## src/hw/rss_pkg.sv

```systemverilog
// Purpose: Shared constants of the reference select and status registers.
// Assumes: Byte wide register port, printed offsets are byte addresses.
// Notes: Banked window 0x20 to 0x3f holds one copy per timing generator.
package rss_pkg;
  // ==========================================================
  // Register offsets
  localparam logic [7:0] RSS_REF_INFO_LO = 8'h14;
  localparam logic [7:0] RSS_REF_INFO_HI = 8'h15;
  localparam logic [7:0] RSS_ACT_LO = 8'h16;
  localparam logic [7:0] RSS_ACT_HI = 8'h17;
  localparam logic [7:0] RSS_QUAL_LO = 8'h18;
  localparam logic [7:0] RSS_QUAL_HI = 8'h19;
  localparam logic [7:0] RSS_EVT_FLAGS = 8'h1a;
  localparam logic [7:0] RSS_EVT_MASK = 8'h1b;
  localparam logic [7:0] RSS_IRQ_CFG = 8'h1c;
  localparam logic [7:0] RSS_PRESEL = 8'h1d;
  localparam logic [7:0] RSS_PIN_LEVEL = 8'h1e;
  localparam logic [7:0] RSS_BANK_SEL = 8'h1f;
  localparam logic [7:0] RSS_MODE_CTRL = 8'h20;
  localparam logic [7:0] RSS_LOOP_BW = 8'h21;
  localparam logic [7:0] RSS_ELECTED = 8'h22;
  localparam logic [7:0] RSS_MANUAL_REF = 8'h23;
  localparam logic [7:0] RSS_CURRENT_REF = 8'h24;
  localparam logic [7:0] RSS_DEV_HIST = 8'h25;
  localparam logic [7:0] RSS_LONG_HIST = 8'h29;
  localparam logic [7:0] RSS_SHORT_HIST = 8'h2d;
  localparam logic [7:0] RSS_USER_HIST = 8'h31;
  localparam logic [7:0] RSS_USER_HIST_MSB = 8'h34;
  localparam logic [7:0] RSS_HIST_RAMP = 8'h35;
  localparam logic [7:0] RSS_BANK_LO = 8'h20;
  localparam logic [7:0] RSS_BANK_HI = 8'h3f;
  // ==========================================================
  // Field positions
  localparam int RSS_IRQ_LEVEL_BIT = 0;
  localparam int RSS_IRQ_IDLE_BIT = 1;
  localparam int RSS_MODE_HOLD_SRC_BIT = 2;
  localparam int RSS_MODE_REVERT_BIT = 3;
  localparam int RSS_MODE_AUTO_BIT = 4;
  localparam int RSS_MODE_PULLIN_BIT = 5;
  localparam int RSS_MODE_INHERIT_BIT = 6;
  localparam int RSS_MODE_HARDWIRED_BIT = 7;
  localparam int RSS_EV_QUAL = 0;
  localparam int RSS_EV_XREF = 1;
  localparam int RSS_EV_PRI_SEL = 2;
  localparam int RSS_EV_PRI_PLL = 3;
  localparam int RSS_EV_PRI_OUT = 4;
  localparam int RSS_EV_SEC_SEL = 5;
  localparam int RSS_EV_SEC_PLL = 6;
  localparam int RSS_EV_SEC_OUT = 7;
  // ==========================================================
  // Reset values and codes
  localparam logic [7:0] RSS_LOOP_BW_RST = 8'h06;
  localparam logic [7:0] RSS_RAMP_RST = 8'h1b;
  localparam logic [3:0] RSS_FREQ_UNKNOWN = 4'he;
  localparam logic [3:0] RSS_FREQ_MANUAL = 4'hf;
  localparam logic [3:0] RSS_REF_FREERUN = 4'h0;
  localparam logic [3:0] RSS_REF_HOLDOVER = 4'hd;
  localparam logic [3:0] RSS_REF_PSEUDO_HOLD = 4'he;
  localparam logic [3:0] RSS_REF_LOCK_PRIMARY = 4'hf;
endpackage : rss_pkg

```

## src/hw/rss_regs.sv

```systemverilog
// Purpose: Control and status registers of the reference selector.
// Assumes: Host bus front end hands over one-cycle RD/WR strobes on CLK.
// Notes: Read data appears one cycle after the read strobe.
// Function
// Reference frequency code is 4 bits: 0 none, 14 unknown, 15 manual.
// Read-only activity bit per reference plus cross reference bit.
// Read-only qualification bit per reference over two bytes.
// Eight latched event flags for qualification, cross ref and generators.
// Writing one clears that event flag only; flags reset to zero.
// Event-out flag reads one while generator event-out bits are pending.
// Mask byte enables events onto interrupt pin; resets to zero.
// Interrupt config bit 0 active level, bit 1 idle drive; reset zero.
// Hard-wired mode uses low nibble when pin low, high nibble when high.
// Preselect codes 0 freerun, 1-12 refs, 13 holdover; writable when bit7.
// Read-only bit shows source switch pin level.
// Bank bit maps 0x20-0x3f to primary (0) or secondary (1).
// Holdover source bit picks device or user history; test field zero.
// Revertive bit picks non-revertive (0) or revertive (1) selection.
// Selection bit picks manual or automatic; hard-wired bit overrides.
// Out-of-pull-in bit: 0 follow, 1 stop at pull-in boundary.
// Inheritance bit lets slave elector follow master's locked reference.
// Hard-wired switch bit exists only for primary generator.
// Loop bandwidth code per generator, resets to 6.
// Elected reference reported read-only as 4-bit code.
// Manual select read-only in hard-wired mode, shows pin-chosen ref.
// Four 32-bit histories; user history writable, resets to zero.
// Reading least significant byte latches upper bytes into holding.
// Multibyte write held until most significant byte commits it.
// Interrupt pin active when any flag and mask bit both set.
`timescale 1ns/1ns
`default_nettype none
module rss_regs
  import rss_pkg::*;
#(
  parameter int NUM_REFS = 12
) (
  input wire logic CLK_SYS_IN,
  input wire logic SYS_RST_IN,
  input wire logic [7:0] ADDR_IN,
  input wire logic [7:0] WDATA_IN,
  input wire logic WR_IN,
  input wire logic RD_IN,
  output logic [7:0] RDATA_OUT,
  input wire logic [15:0] REF_INFO_IN,
  input wire logic [NUM_REFS-1:0] REF_ACTIVE_IN,
  input wire logic XREF_ACTIVE_IN,
  input wire logic [NUM_REFS-1:0] REF_QUAL_IN,
  input wire logic [7:0] ELECTED_REF_IN,
  input wire logic [7:0] CURRENT_REF_IN,
  input wire logic [15:0] PLL_STATUS_IN,
  input wire logic [1:0] PLL_EVENT_PEND_IN,
  input wire logic [63:0] DEV_HIST_IN,
  input wire logic [63:0] LONG_HIST_IN,
  input wire logic [63:0] SHORT_HIST_IN,
  input wire logic SOURCE_SWITCH_PIN_IN,
  output logic EVENT_IRQ_PIN_OUT,
  output logic EVENT_IRQ_PIN_OE_OUT,
  output logic [15:0] MODE_CTRL_OUT,
  output logic [1:0] AUTO_SELECT_OUT,
  output logic HARD_WIRED_OUT,
  output logic [7:0] MANUAL_REF_OUT,
  output logic [15:0] LOOP_BW_OUT,
  output logic [63:0] USER_HIST_OUT,
  output logic [15:0] HIST_RAMP_OUT
);
  // ==========================================================
  // Storage
  logic [7:0] ev_flags;
  logic [7:0] ev_mask;
  logic [7:0] irq_cfg;
  logic [7:0] presel;
  logic bank;
  logic [7:0] mode_r [2];
  logic [7:0] bw_r [2];
  logic [3:0] man_r [2];
  logic [31:0] uhist_r [2];
  logic [7:0] ramp_r [2];
  logic [23:0] rd_hold;
  logic [23:0] wr_hold;
  logic sw_meta;
  logic sw_sync;
  logic primed;
  logic [NUM_REFS-1:0] qual_prev;
  logic xref_prev;
  logic [7:0] elect_prev;
  logic [15:0] pll_prev;

  // ==========================================================
  // Decode
  wire wr_evt = WR_IN && (ADDR_IN == RSS_EVT_FLAGS);
  wire wr_mask = WR_IN && (ADDR_IN == RSS_EVT_MASK);
  wire wr_cfg = WR_IN && (ADDR_IN == RSS_IRQ_CFG);
  wire wr_presel = WR_IN && (ADDR_IN == RSS_PRESEL);
  wire wr_bank = WR_IN && (ADDR_IN == RSS_BANK_SEL);
  wire wr_mode = WR_IN && (ADDR_IN == RSS_MODE_CTRL);
  wire wr_bw = WR_IN && (ADDR_IN == RSS_LOOP_BW);
  wire wr_man = WR_IN && (ADDR_IN == RSS_MANUAL_REF);
  wire wr_ramp = WR_IN && (ADDR_IN == RSS_HIST_RAMP);
  wire wr_uh_low = WR_IN && (ADDR_IN >= RSS_USER_HIST)
    && (ADDR_IN < RSS_USER_HIST_MSB);
  wire wr_uh_msb = WR_IN && (ADDR_IN == RSS_USER_HIST_MSB);
  wire [1:0] uh_idx = 2'(ADDR_IN - RSS_USER_HIST);
  // Hard-wired control lives in the primary bank only
  wire hw_mode = mode_r[0][RSS_MODE_HARDWIRED_BIT];
  // pin chooses preselect nibble
  wire [3:0] pin_ref = sw_sync ? presel[7:4] : presel[3:0];

  // Per-bank views of live inputs
  wire [3:0] elect_b = bank ? ELECTED_REF_IN[7:4] : ELECTED_REF_IN[3:0];
  wire [3:0] cur_b = bank ? CURRENT_REF_IN[7:4] : CURRENT_REF_IN[3:0];
  wire [31:0] dev_b = bank ? DEV_HIST_IN[63:32] : DEV_HIST_IN[31:0];
  wire [31:0] long_b = bank ? LONG_HIST_IN[63:32] : LONG_HIST_IN[31:0];
  wire [31:0] short_b = bank ? SHORT_HIST_IN[63:32] : SHORT_HIST_IN[31:0];
  // manual select shows pin choice in hard-wired mode
  wire [3:0] man_view = (!bank && hw_mode) ? pin_ref : man_r[bank];

  // ==========================================================
  // Event detection; change detectors only sample history in the first cycle after reset
  logic [7:0] ev_set;
  // change detectors
  assign ev_set[RSS_EV_QUAL] = primed && (qual_prev != REF_QUAL_IN);
  assign ev_set[RSS_EV_XREF] = primed && (xref_prev != XREF_ACTIVE_IN);
  assign ev_set[RSS_EV_PRI_SEL] = primed
    && (elect_prev[3:0] != ELECTED_REF_IN[3:0]);
  assign ev_set[RSS_EV_PRI_PLL] = primed
    && (pll_prev[7:0] != PLL_STATUS_IN[7:0]);
  // event-out follows pending bits as a level
  assign ev_set[RSS_EV_PRI_OUT] = PLL_EVENT_PEND_IN[0];
  assign ev_set[RSS_EV_SEC_SEL] = primed
    && (elect_prev[7:4] != ELECTED_REF_IN[7:4]);
  assign ev_set[RSS_EV_SEC_PLL] = primed
    && (pll_prev[15:8] != PLL_STATUS_IN[15:8]);
  assign ev_set[RSS_EV_SEC_OUT] = PLL_EVENT_PEND_IN[1];
  // write-one-to-clear; a coincident set wins
  wire [7:0] ev_clr = wr_evt ? WDATA_IN : 8'h00;
  wire [7:0] next_ev_flags = (ev_flags & ~ev_clr) | ev_set;
  // any enabled flag drives the pin active
  wire irq_any = |(ev_flags & ev_mask);

  // ==========================================================
  // Multibyte read groups
  logic mb_hit;
  logic [1:0] mb_idx;
  logic [31:0] mb_val;
  always_comb begin
    mb_hit = 1'b1;
    mb_idx = 2'h0;
    mb_val = 32'h0;
    if (ADDR_IN == RSS_REF_INFO_LO || ADDR_IN == RSS_REF_INFO_HI) begin
      // frequency code rides in the upper nibble
      mb_idx = 2'(ADDR_IN - RSS_REF_INFO_LO);
      mb_val = {16'h0, REF_INFO_IN};
    end else if (ADDR_IN == RSS_ACT_LO || ADDR_IN == RSS_ACT_HI) begin
      // activity bits with cross reference above
      mb_idx = 2'(ADDR_IN - RSS_ACT_LO);
      mb_val = 32'({XREF_ACTIVE_IN, REF_ACTIVE_IN});
    end else if (ADDR_IN == RSS_QUAL_LO || ADDR_IN == RSS_QUAL_HI) begin
      // qualification bits
      mb_idx = 2'(ADDR_IN - RSS_QUAL_LO);
      mb_val = 32'(REF_QUAL_IN);
    end else if (ADDR_IN >= RSS_DEV_HIST && ADDR_IN < RSS_LONG_HIST) begin
      // histories, banked per generator
      mb_idx = 2'(ADDR_IN - RSS_DEV_HIST);
      mb_val = dev_b;
    end else if (ADDR_IN >= RSS_LONG_HIST && ADDR_IN < RSS_SHORT_HIST) begin
      mb_idx = 2'(ADDR_IN - RSS_LONG_HIST);
      mb_val = long_b;
    end else if (ADDR_IN >= RSS_SHORT_HIST && ADDR_IN < RSS_USER_HIST) begin
      mb_idx = 2'(ADDR_IN - RSS_SHORT_HIST);
      mb_val = short_b;
    end else if (ADDR_IN >= RSS_USER_HIST && ADDR_IN <= RSS_USER_HIST_MSB)
    begin
      mb_idx = uh_idx;
      mb_val = uhist_r[bank];
    end else begin
      mb_hit = 1'b0;
    end
  end

  // Single byte registers; unmapped addresses read zero
  logic [7:0] sb_val;
  always_comb begin
    case (ADDR_IN)
      RSS_EVT_FLAGS: sb_val = ev_flags;
      RSS_EVT_MASK: sb_val = ev_mask;
      RSS_IRQ_CFG: sb_val = {6'h00, irq_cfg[1:0]};
      RSS_PRESEL: sb_val = presel;
      // pin level after synchroniser
      RSS_PIN_LEVEL: sb_val = {7'h00, sw_sync};
      RSS_BANK_SEL: sb_val = {7'h00, bank};
      RSS_MODE_CTRL: sb_val = mode_r[bank];
      RSS_LOOP_BW: sb_val = bw_r[bank];
      // elected reference code
      RSS_ELECTED: sb_val = {4'h0, elect_b};
      RSS_MANUAL_REF: sb_val = {4'h0, man_view};
      RSS_CURRENT_REF: sb_val = {4'h0, cur_b};
      RSS_HIST_RAMP: sb_val = ramp_r[bank];
      default: sb_val = 8'h00;
    endcase
  end

  // low byte returns live data, upper bytes come from holding
  wire [7:0] next_rdata = !mb_hit ? sb_val
    : (mb_idx == 2'h0) ? mb_val[7:0]
    : rd_hold[8*(mb_idx-2'h1) +: 8];

  // Bits written to mode: hard-wired bit exists in primary bank only
  wire [7:0] mode_wval = bank ? {1'b0, WDATA_IN[6:0]} : WDATA_IN;

  // ==========================================================
  // Source switch pin synchroniser; only sw_sync is read
  always_ff @(posedge CLK_SYS_IN or posedge SYS_RST_IN) begin
    if (SYS_RST_IN) begin
      sw_meta <= 1'b0;
      sw_sync <= 1'b0;
    end else begin
      sw_meta <= SOURCE_SWITCH_PIN_IN;
      sw_sync <= sw_meta;
    end
  end

  // ==========================================================
  // Event history and flags
  always_ff @(posedge CLK_SYS_IN or posedge SYS_RST_IN) begin
    if (SYS_RST_IN) begin
      primed <= 1'b0;
      qual_prev <= '0;
      xref_prev <= 1'b0;
      elect_prev <= 8'h00;
      pll_prev <= 16'h0000;
      ev_flags <= 8'h00;
    end else begin
      primed <= 1'b1;
      qual_prev <= REF_QUAL_IN;
      xref_prev <= XREF_ACTIVE_IN;
      elect_prev <= ELECTED_REF_IN;
      pll_prev <= PLL_STATUS_IN;
      ev_flags <= next_ev_flags;
    end
  end

  // ==========================================================
  // Global control registers
  always_ff @(posedge CLK_SYS_IN or posedge SYS_RST_IN) begin
    if (SYS_RST_IN) begin
      ev_mask <= 8'h00;
      irq_cfg <= 8'h00;
      presel <= 8'h00;
      bank <= 1'b0;
    end else begin
      // event mask
      if (wr_mask) begin
        ev_mask <= WDATA_IN;
      end
      // pin configuration, upper bits unused
      if (wr_cfg) begin
        irq_cfg <= {6'h00, WDATA_IN[1:0]};
      end
      // preselect only while hard-wired control is set
      if (wr_presel && hw_mode) begin
        presel <= WDATA_IN;
      end
      // bank select
      if (wr_bank) begin
        bank <= WDATA_IN[0];
      end
    end
  end

  // ==========================================================
  // Banked per-generator registers
  always_ff @(posedge CLK_SYS_IN or posedge SYS_RST_IN) begin
    if (SYS_RST_IN) begin
      for (int g = 0; g < 2; g++) begin
        mode_r[g] <= 8'h00;
        bw_r[g] <= RSS_LOOP_BW_RST;
        man_r[g] <= RSS_REF_FREERUN;
        uhist_r[g] <= 32'h0;
        ramp_r[g] <= RSS_RAMP_RST;
      end
    end else begin
      // mode bits, stored as written except bit 7 of the secondary bank
      if (wr_mode) begin
        mode_r[bank] <= mode_wval;
      end
      // loop bandwidth code
      if (wr_bw) begin
        bw_r[bank] <= WDATA_IN;
      end
      // manual select frozen in hard-wired mode
      if (wr_man && !(hw_mode && !bank)) begin
        man_r[bank] <= WDATA_IN[3:0];
      end
      // commit whole value on most significant byte
      if (wr_uh_msb) begin
        uhist_r[bank] <= {WDATA_IN, wr_hold};
      end
      if (wr_ramp) begin
        ramp_r[bank] <= WDATA_IN;
      end
    end
  end

  // ==========================================================
  // Multibyte holding registers
  always_ff @(posedge CLK_SYS_IN or posedge SYS_RST_IN) begin
    if (SYS_RST_IN) begin
      rd_hold <= 24'h0;
      wr_hold <= 24'h0;
    end else begin
      // freeze upper bytes when low byte is read
      if (RD_IN && mb_hit && mb_idx == 2'h0) begin
        rd_hold <= mb_val[31:8];
      end
      // collect lower bytes at their address offset, in any order
      if (wr_uh_low) begin
        wr_hold[8*uh_idx +: 8] <= WDATA_IN;
      end
    end
  end

  // ==========================================================
  // Registered outputs
  always_ff @(posedge CLK_SYS_IN or posedge SYS_RST_IN) begin
    if (SYS_RST_IN) begin
      RDATA_OUT <= 8'h00;
      EVENT_IRQ_PIN_OUT <= 1'b1;
      EVENT_IRQ_PIN_OE_OUT <= 1'b0;
      MODE_CTRL_OUT <= 16'h0000;
      AUTO_SELECT_OUT <= 2'b00;
      HARD_WIRED_OUT <= 1'b0;
      MANUAL_REF_OUT <= 8'h00;
      LOOP_BW_OUT <= {RSS_LOOP_BW_RST, RSS_LOOP_BW_RST};
      USER_HIST_OUT <= 64'h0;
      HIST_RAMP_OUT <= {RSS_RAMP_RST, RSS_RAMP_RST};
    end else begin
      if (RD_IN) begin
        RDATA_OUT <= next_rdata;
      end
      // active level when enabled event, else idle state
      EVENT_IRQ_PIN_OUT <= irq_any ? irq_cfg[RSS_IRQ_LEVEL_BIT]
        : !irq_cfg[RSS_IRQ_LEVEL_BIT];
      EVENT_IRQ_PIN_OE_OUT <= irq_any || irq_cfg[RSS_IRQ_IDLE_BIT];
      MODE_CTRL_OUT <= {mode_r[1], mode_r[0]};
      // hard-wired forces manual on the primary generator
      AUTO_SELECT_OUT <= {mode_r[1][RSS_MODE_AUTO_BIT],
        mode_r[0][RSS_MODE_AUTO_BIT] && !hw_mode};
      HARD_WIRED_OUT <= hw_mode;
      // primary manual choice follows the pin in hard-wired mode
      MANUAL_REF_OUT <= {man_r[1], hw_mode ? pin_ref : man_r[0]};
      LOOP_BW_OUT <= {bw_r[1], bw_r[0]};
      USER_HIST_OUT <= {uhist_r[1], uhist_r[0]};
      HIST_RAMP_OUT <= {ramp_r[1], ramp_r[0]};
    end
  end

  // ==========================================================
  // Checks
  chk_evt_clear_only: assert property (@(posedge CLK_SYS_IN)
    disable iff (SYS_RST_IN) (wr_evt && ev_set == 8'h00)
    |=> ev_flags == ($past(ev_flags) & ~$past(WDATA_IN)))
    else $error("event clear touched unwritten flags");
  chk_set_beats_clear: assert property (@(posedge CLK_SYS_IN)
    disable iff (SYS_RST_IN) ev_set[RSS_EV_QUAL] |=> ev_flags[RSS_EV_QUAL])
    else $error("qualification event lost");
  chk_evt_out_level: assert property (@(posedge CLK_SYS_IN)
    disable iff (SYS_RST_IN) PLL_EVENT_PEND_IN[1] |=> ev_flags[7])
    else $error("event-out flag not held");
  chk_irq_active_lvl: assert property (@(posedge CLK_SYS_IN)
    disable iff (SYS_RST_IN) irq_any |=> EVENT_IRQ_PIN_OE_OUT
    && EVENT_IRQ_PIN_OUT == $past(irq_cfg[RSS_IRQ_LEVEL_BIT]))
    else $error("interrupt pin not at active level");
  chk_irq_idle_mode: assert property (@(posedge CLK_SYS_IN)
    disable iff (SYS_RST_IN) !irq_any
    |=> EVENT_IRQ_PIN_OE_OUT == $past(irq_cfg[RSS_IRQ_IDLE_BIT]))
    else $error("interrupt idle drive wrong");
  chk_presel_locked: assert property (@(posedge CLK_SYS_IN)
    disable iff (SYS_RST_IN) (wr_presel && !hw_mode) |=> $stable(presel))
    else $error("preselect written outside hard-wired mode");
  chk_secondary_no_hw: assert property (@(posedge CLK_SYS_IN)
    disable iff (SYS_RST_IN) (wr_mode && bank) |=> !mode_r[1][7])
    else $error("secondary hard-wired bit set");
  chk_hist_commit: assert property (@(posedge CLK_SYS_IN)
    disable iff (SYS_RST_IN) wr_uh_low
    |=> uhist_r[0] == $past(uhist_r[0]) && uhist_r[1] == $past(uhist_r[1]))
    else $error("user history changed before last byte");
  chk_read_hold: assert property (@(posedge CLK_SYS_IN)
    disable iff (SYS_RST_IN) (RD_IN && ADDR_IN == RSS_DEV_HIST)
    |=> rd_hold == $past(dev_b[31:8]))
    else $error("upper history bytes not latched");
  chk_pin_choice: assert property (@(posedge CLK_SYS_IN)
    disable iff (SYS_RST_IN) (hw_mode && sw_sync)
    |=> MANUAL_REF_OUT[3:0] == $past(presel[7:4]))
    else $error("pin high did not pick entry two");
endmodule : rss_regs
`default_nettype wire

```

## config.mk

```make
export PLATFORM = sky130hd
export DESIGN_NAME = rss_regs
export DESIGN_NICKNAME = d
export VERILOG_FILES = /design/src/hw/rss_pkg.sv /design/src/hw/rss_regs.sv
export SDC_FILE = /design/constraint.sdc
export NUM_CORES = 1
export LEC_CHECK = 0
export BUFFER_PORTS_ARGS = -buffer_cell sky130_fd_sc_hd__buf_4
export CORE_MARGIN = 5
export CORE_UTILIZATION = 30
export CTS_CLUSTER_DIAMETER = 120
export CTS_CLUSTER_SIZE = 28
export DETAILED_ROUTE_END_ITERATION = 7
export HOLD_SLACK_MARGIN = 0.02
export PLACE_DENSITY = 0.56
export SYNTH_ARGS = -nofsm -noshare
export SYNTH_HDL_FRONTEND = slang
export SYNTH_SLANG_ARGS = --single-unit
```

## constraint.sdc

```tcl
create_clock -name CLK_SYS_IN -period 19.1 [get_ports CLK_SYS_IN]
set_clock_uncertainty 0.15 [all_clocks]
set_input_delay 3.82 -clock CLK_SYS_IN [delete_from_list [all_inputs] [get_ports CLK_SYS_IN]]
set_output_delay 3.82 -clock CLK_SYS_IN [all_outputs]
set_load 0.03 [all_outputs]
```

=== Yosys cells after proc, flatten, opt, wreduce, memory -nomap -nowiden ===
Index checks and enable logic that the tools add are counted.

* Bits in registers: 368
* Bits in latches: 0
* Memory bits (writable): 0
* Bits in read-only memories: 0
* Output and inout bits: 133
* Logic and storage cells: 188
* Memories: 0

* Add/subtract/negate cells: 9
* $mul: 0
* Div/mod/pow operators: 0
* $lt $le $gt $ge: 11
* Equality and inequality tests: 25
* Shift-type cells: 3
* Muxes and demuxes: 62
* Bitwise logic cells: 5
* Reductions and logical operators: 39

{| class="wikitable"
|+ Operators by type and width
! kind !! count
|-
| $mux 32 || 14
|-
| $mux 8 || 14
|-
| $eq 8x5->1 const B || 12
|-
| $pmux 8 s12 || 1
|-
| $bwmux 64 || 1
|-
| $eq 8x6->1 const B || 7
|-
| $bwmux 16 || 3
|-
| $mux 4 || 9
|-
| $neg 5->34 || 1
|-
| $shift 8x34->24 const A || 1
|-
| $shiftx 8x34->24 || 1
|-
| $shiftx 24x33->8 || 1
|-
| $demux 32 s1 || 1
|-
| $ge 8x6->1 const B || 4
|-
| $lt 8x6->1 const B || 4
|-
| $logic_and 1x1->1 || 29
|-
| $bwmux 24 || 1
|-
| $and 8x8->8 || 2
|-
| $ne 8x8->1 || 2
|-
| $mux 2 || 7
|-
| $ne 12x12->1 || 1
|-
| $sub 2x1->2 const B || 6
|-
| $bwmux 8 || 1
|-
| $demux 8 s1 || 1
|-
| 16 further kinds || 30
|}

=== Longest topological paths before layout ===
* Word-level depth: 13
* Mapped depth: 16
* Depth with buffers taken out: 15

=== Worst setup path before layout ===
Ideal clock, no wire load.

* Path kind: input to register
* From: input ADDR_IN[7]
* To: register RDATA_OUT[1]
* Setup time: 0.065 ns
* Arrival time: 6.442 ns
* Data required time: 18.885 ns
* Slack: 12.443 ns
* Stages on the path: 12
* Path buffers: 2
* Cells stage by stage: or4b_1 -> buf_6 -> or3_2 -> a21oi_1 -> o22ai_1 -> ha_1 -> buf_4 -> nor2_1 -> and2_1 -> o21ai_0 -> a2111oi_0 -> a2111o_1

* Word-level cells in the longest chain between the ends: 13
* Elaborated cells on any way between the ends: 60

{| class="wikitable"
|+ RTL lines
! element !! RTL line !! source
|-
| from (decl) || rss_regs.sv:39 || <nowiki>input wire logic [7:0] ADDR_IN,</nowiki>
|-
| $ge 8x6->1 / $le 8x6->1 (equally long branches) || rss_regs.sv:171 || <nowiki>end else if (ADDR_IN >= RSS_USER_HIST && ADDR_IN <= RSS_USER_HIST_MSB)</nowiki>
|-
| $logic_and 1x1->1 || rss_regs.sv:171 ||
|-
| $mux 2 || rss_regs.sv:171 ||
|-
| $mux 2 || rss_regs.sv:168 || <nowiki>end else if (ADDR_IN >= RSS_SHORT_HIST && ADDR_IN < RSS_USER_HIST) begin</nowiki>
|-
| $mux 2 || rss_regs.sv:165 || <nowiki>end else if (ADDR_IN >= RSS_LONG_HIST && ADDR_IN < RSS_SHORT_HIST) begin</nowiki>
|-
| $mux 2 || rss_regs.sv:161 || <nowiki>end else if (ADDR_IN >= RSS_DEV_HIST && ADDR_IN < RSS_LONG_HIST) begin</nowiki>
|-
| $mux 2 || rss_regs.sv:157 || <nowiki>end else if (ADDR_IN == RSS_QUAL_LO || ADDR_IN == RSS_QUAL_HI) begin</nowiki>
|-
| $mux 2 || rss_regs.sv:153 || <nowiki>end else if (ADDR_IN == RSS_ACT_LO || ADDR_IN == RSS_ACT_HI) begin</nowiki>
|-
| $mux 2 || rss_regs.sv:149 || <nowiki>if (ADDR_IN == RSS_REF_INFO_LO || ADDR_IN == RSS_REF_INFO_HI) begin</nowiki>
|-
| $sub 2x1->3 || rss_regs.sv:205 || <nowiki>: rd_hold[8*(mb_idx-2'h1) +: 8];</nowiki>
|-
| $shiftx 24x33->8 || rss_regs.sv:205 ||
|-
| $mux 8 || rss_regs.sv:204 || <nowiki>: (mb_idx == 2'h0) ? mb_val[7:0]</nowiki>
|-
| $mux 8 (*) || rss_regs.sv:203 || <nowiki>wire [7:0] next_rdata = !mb_hit ? sb_val</nowiki>
|-
| to (signal assigned) || rss_regs.sv:338 || <nowiki>RDATA_OUT <= next_rdata;</nowiki>
|-
| to (decl) || rss_regs.sv:43 || <nowiki>output logic [7:0] RDATA_OUT,</nowiki>
|}

Every way passes the cells marked *; elsewhere a longest branch is shown, timed or not.
A chain may end at the register's enable or synchronous reset.

=== Worst setup path after layout ===
* From: input ADDR_IN[0]
* To: register rd_hold[6]

* Word-level cells in the longest chain between the ends: 11
* Elaborated cells on any way between the ends: 52

{| class="wikitable"
|+ RTL lines
! element !! RTL line !! source
|-
| $ge 8x6->1 / $le 8x6->1 (equally long branches) || rss_regs.sv:171 ||
|-
| $logic_and 1x1->1 || rss_regs.sv:171 ||
|-
| $mux 2 / $mux 1 (equally long branches) || rss_regs.sv:171 ||
|-
| $mux 2 / $mux 1 (equally long branches) || rss_regs.sv:168 ||
|-
| $mux 2 / $mux 1 (equally long branches) || rss_regs.sv:165 ||
|-
| $mux 2 / $mux 1 (equally long branches) || rss_regs.sv:161 ||
|-
| $mux 2 / $mux 1 (equally long branches) || rss_regs.sv:157 ||
|-
| $mux 2 / $mux 1 (equally long branches) || rss_regs.sv:153 ||
|-
| $mux 2 / $mux 1 (equally long branches) || rss_regs.sv:149 ||
|-
| $logic_not 2->1 / $logic_and 1x1->1 (equally long branches) || rss_regs.sv:312 || <nowiki>if (RD_IN && mb_hit && mb_idx == 2'h0) begin</nowiki>
|-
| $logic_and 1x1->1 || rss_regs.sv:312 ||
|-
| to (signal assigned) || rss_regs.sv:313 || <nowiki>rd_hold <= mb_val[31:8];</nowiki>
|-
| to (decl) || rss_regs.sv:78 || <nowiki>logic [23:0] rd_hold;</nowiki>
|}

Parallel ways exist; a longest one is shown, timed or not.

==> impl.org <==
** Outcome
- The flow ran to the end, and the final reports show no timing, DRC or antenna violations.

** Synth
- Counting flops with a built-in enable in the synthesized netlist gives 0.
- Counting flops and latches in the post-synthesis netlist gives roughly 370.
- Count of different cell masters after synthesis :: about 90
- Async SR Flop Fraction :: 100%
- After synthesis, the cell types taking the most area are sky130_fd_sc_hd__dfrtp_1 51%, sky130_fd_sc_hd__mux2_2 11%, sky130_fd_sc_hd__mux2i_1 7.5%.
- Share of Yosys cell area claimed by the top area cell type :: between 50% and 60%
- Count of mapped cells out of synthesis :: between 1000 and 1500
- Among all cell types in the netlist, the one instantiated most often is sky130_fd_sc_hd__dfrtp_1.
- Summing every instance area after synthesis gives between 15000 and 20000 sq um.
- Post-Synthesis Mean Instance Area :: roughly 12 sq um
- Summed over all instances, the cell type with the most area after synthesis is sky130_fd_sc_hd__dfrtp_1.
- Summing the sequential cell areas from Yosys gives 54.9% of the chip area.
- The commonest cells after synthesis are 341 x sky130_fd_sc_hd__dfrtp_1, 160 x sky130_fd_sc_hd__mux2_2, 126 x sky130_fd_sc_hd__mux2i_1, 102 x sky130_fd_sc_hd__nand2_1, 86 x sky130_fd_sc_hd__o21ai_0.
- For this run, the leading register cell type out of synthesis is sky130_fd_sc_hd__dfrtp_1.
- For this run, the number of Yosys warnings is 0.
- Total nets after synthesis :: 1678

** Critical path
- Along the worst path, the maximum fanout reaches 46.
- Setup CP Type :: in2reg
- For the worst setup path, the data arrival time is between 7 and 8 ns.
- The number of buffers and inverters on the critical path is 3.
- Nature of the critical path startpoint :: primary input
- STA puts the critical path data required time at 19.37 ns.
- Broken down by cell family, the worst path's largest delay share belongs to simple AND/OR/NAND/NOR gates.
- Library cell contributing the largest single delay on the critical path :: sky130_fd_sc_hd__nand3_2
- Cells along the critical path :: buf_4 > inv_1 > ha_1 > or4_1 > o2bb2ai_1 > nand3_2 > nand2_2 > inv_1 > ha_1 > nand3_2 > a221oi_1 > a2bb2oi_1
- Worst stage delay on the critical path :: slightly above 0.8 ns
- Endpoint class of the critical path :: flip-flop

** Power
- Leak pwr :: 9.69 nW
- Combinational logic is responsible for about an eighth of the overall power.
- Summed over all nets, the switching power comes to roughly 0.38 mW.
- Net switching is between 20% and 30% of the power.
- IR analysis of the VDD net gives a maximum drop of about 0.049 mV.
- Sequential cells burn 56.8% of the power.
- Internal power comes to 1.05 mW.
- Pwr Density :: 68.5 nW/um^2
- Per report_power, the clock group accounts for 30.1% of the total.

** STA
- Summed over all failing endpoints, the final setup total negative slack is 0 ns.
- Final period demand of the worst path :: ~7.6 ns
- For the pin with the worst max-slew slack, the measured transition is ~1 ns.
- Final period util :: 39.7%
- Unrepaired setup endpoints after global routing :: false
- Derived from the worst setup path, the maximum achievable clock frequency is around 0.13 GHz.
- Final count of pins violating max slew :: 0
- Final setup violating endpoints :: 0
- The worst pin sits at a relative slew slack of between 30% and 40%.
- Final hold violation count :: 0
- Worst path setup slack after routing :: about 12 ns

** Finish
- Final Net Count :: approximately 2000
- Fraction of final layout cells with drive strength greater than 1 :: between 30% and 40%
- After filler insertion, the fill cell instance count of the layout stands at 5395.
- Layout overhead on the synthesized area :: 25.4%
- Post-route cell area :: about 21000 sq um
- At the end of the flow the core is filled with cells to between 30% and 40%.
- The number of antenna diodes in the final layout is 0.

** CTS
- Count of cells resized by post-cts repair :: 0
- For the worst-skew pair, the clock arrives at the later sink with an insertion delay of between 0.5 and 0.6 ns.
- TritonCTS built the clock tree.
- After clock tree synthesis, the flow added hold-fix buffers numbering 0.
- The tree built by TritonCTS fans out to ~370 sinks.
- After clock tree synthesis, the clock-pin slew on the worst setup and hold paths is around 0.11 ns.
- The root buffer cell chosen for the clock tree is sky130_fd_sc_hd__clkbuf_16.
- Clock Tree Buf Depth :: 3
- Once the clock tree was built, the setup fixing pass inserted 0 buffers.
- Number of CTS-inserted buffers :: 17
- Depth of the CTS H-tree :: 1

** Placed design
- Port buffer count :: 420
- Pre-CTS worst setup slack :: between 10 and 15 ns
- Final Wtd Congestion :: just under 0.9
- Placed Instance Area :: approximately 21000 sq um
- Total half-perimeter wirelength after legalization and detailed placement :: between 40 and 50 mm

** Die
- Number of primary I/O pins :: ~420
- Overall die area :: 60600 sq um
- Site row count :: 86
- The floorplan step set the die width to around 250 um.
- Initial Util :: a little under a third
- Area of the core :: between 50000 and 60000 sq um
- The die is ~250 um tall.

** Drt
- Total iterations of the first detailed-routing run :: 7
- Total detailed-routing wirelength :: about 64 mm
- Total via count after detailed routing :: between 10000 and 15000
- Detailed-route DRC error count :: 0
- Detailed-route vias per instance :: between 5 and 6
- After detailed routing, the average wire length per cell comes to roughly 26 um.
- The first routing iteration left around 890 violations.
- DRT antenna net count :: 0

** Global routing
- The first global-routing pass estimated 91.4 mm of wire.
- GRT overflow :: 0
- Global routing consumed, over all layers together, just over 20% of the routing resources.
- The number of antenna violations at the first check in global routing came to 5.
- Number of global-route vias before repair :: 13331
- Entering global routing, the biggest net connects between 90 and 100 pins.

** Flow run
- The tool flagged a number of max-cap violations equal to 0.

** Hold path
- In this run the worst hold path is classified as reg2reg.
stage by stage:
| stage | power [mW] | cells | hold WS (ns) |
|---|---|---|---|
| 3_3_place_gp | 1.02 | 2472 | 0.187 |
| 6_report | 1.44 | 2500 | 0.209 |
| 2_1_floorplan | 0.916 | 1382 | 0.181 |
| 4_1_cts | 1.46 | 2500 | 0.212 |
| 5_1_grt | 1.50 | 2500 | 0.217 |
| 3_5_place_dp | 1.02 | 2472 | 0.187 |
state kept, by name (all words and copies together), names as in the netlist, 12 cells and up:
| signal | cells |
|---|---|
| USER_HIST_OUT | 64 |
| uhist_r | 64 |
| rd_hold | 24 |
| wr_hold | 24 |
| HIST_RAMP_OUT | 16 |
| LOOP_BW_OUT | 16 |
| MODE_CTRL_OUT | 16 |
| bw_r | 16 |
| pll_prev | 16 |
| ramp_r | 16 |
| mode_r | 15 |
| qual_prev | 12 |
final timing paths:
path	from	end	slack (ns)	depth (start not counted)
setup / recovery	ADDR_IN[0]	rd_hold[6]	11.52	12
hold / removal	sw_meta	sw_sync	0.21	0
setup reg to reg	bank	RDATA_OUT[1]	15.41	6
hold reg to reg	sw_meta	sw_sync	0.21	0
max in group asynchronous	SYS_RST_IN	HIST_RAMP_OUT[5]	13.40	4
min in group asynchronous	SYS_RST_IN	qual_prev[0]	3.23	2
final cells by class:
type                       instances  area (sq um)  area share, %
multi-input combinational        912          7050           33.6
inverter                           7          33.8          0.161
timing repair buffer             439          3300           15.7
clock buffer                      25           455           2.17
sequential                       366          9190           43.8
tap                              748           936           4.46
clock inverter                     3          32.5          0.155
cell families after synthesis:
| kind of cell | count (synthesis) | share of synthesized area (%) |
|---|---|---|
| AO/OA/AOI/OAI | 291 | 11.9 |
| XOR/XNOR | 38 | 1.99 |
| adder cells (fa/ha/maj) | 8 | 0.598 |
| buffers and inverters | 104 | 3.14 |
| flip-flops | 366 | 54.9 |
| multiplexers | 289 | 18.5 |
| other | 1 | 0.0224 |
| AND/OR/NAND/NOR | 285 | 8.94 |
power by group through the flow:
stage               logic [mW]  registers [mW]  clock network (mW)
finish                   0.189           0.817               0.433
global route             0.204           0.819               0.473
CTS                      0.192           0.817               0.448
detailed placement       0.192           0.831                   0
global placement         0.189           0.832                   0
floorplan               0.0827           0.833                   0
cell usage in the layout (no fill, tap or decap), types with 5 or more instances in the layout:
cell type	count
sky130_fd_sc_hd__buf_4	439
sky130_fd_sc_hd__dfrtp_1	340
sky130_fd_sc_hd__mux2_2	160
sky130_fd_sc_hd__mux2i_1	126
sky130_fd_sc_hd__nand2_1	101
sky130_fd_sc_hd__o21ai_0	86
sky130_fd_sc_hd__a21oi_1	46
sky130_fd_sc_hd__nor2_1	45
sky130_fd_sc_hd__a22o_1	30
sky130_fd_sc_hd__dfstp_2	25
sky130_fd_sc_hd__xnor2_1	25
sky130_fd_sc_hd__o221ai_1	21
sky130_fd_sc_hd__nand3_1	17
sky130_fd_sc_hd__clkbuf_16	17
sky130_fd_sc_hd__nor3_1	16
sky130_fd_sc_hd__nand4_1	14
sky130_fd_sc_hd__a22oi_1	13
sky130_fd_sc_hd__xor2_1	13
sky130_fd_sc_hd__o22ai_1	12
sky130_fd_sc_hd__nor2b_1	11
sky130_fd_sc_hd__and3_1	10
sky130_fd_sc_hd__nand2b_1	10
sky130_fd_sc_hd__a221oi_1	10
sky130_fd_sc_hd__a31oi_1	8
sky130_fd_sc_hd__ha_1	8
sky130_fd_sc_hd__clkbuf_1	8
sky130_fd_sc_hd__and2_1	7
sky130_fd_sc_hd__nor4_1	7
sky130_fd_sc_hd__o211ai_1	7
sky130_fd_sc_hd__inv_1	6
sky130_fd_sc_hd__a221o_1	6
sky130_fd_sc_hd__a211oi_1	5
sky130_fd_sc_hd__or3_1	5
worst register-to-register path: stages, from the launching register on:
cell	delay (ns)
sky130_fd_sc_hd__dfrtp_4	1.05
sky130_fd_sc_hd__buf_4	0.89
sky130_fd_sc_hd__mux2i_1	0.32
sky130_fd_sc_hd__o21ai_0	0.18
sky130_fd_sc_hd__o21ai_0	0.43
sky130_fd_sc_hd__a211oi_1	0.15
sky130_fd_sc_hd__a2111o_1	0.41
metal layers:
metal | GRT usage, % | wire [um]
met1 | 27.5 | 27300
met2 | 33.9 | 30900
met3 | 3.82 | 4550
met4 | 4.63 | 1550
met5 | 0 | 72
(Power assumes the default switching activity.)
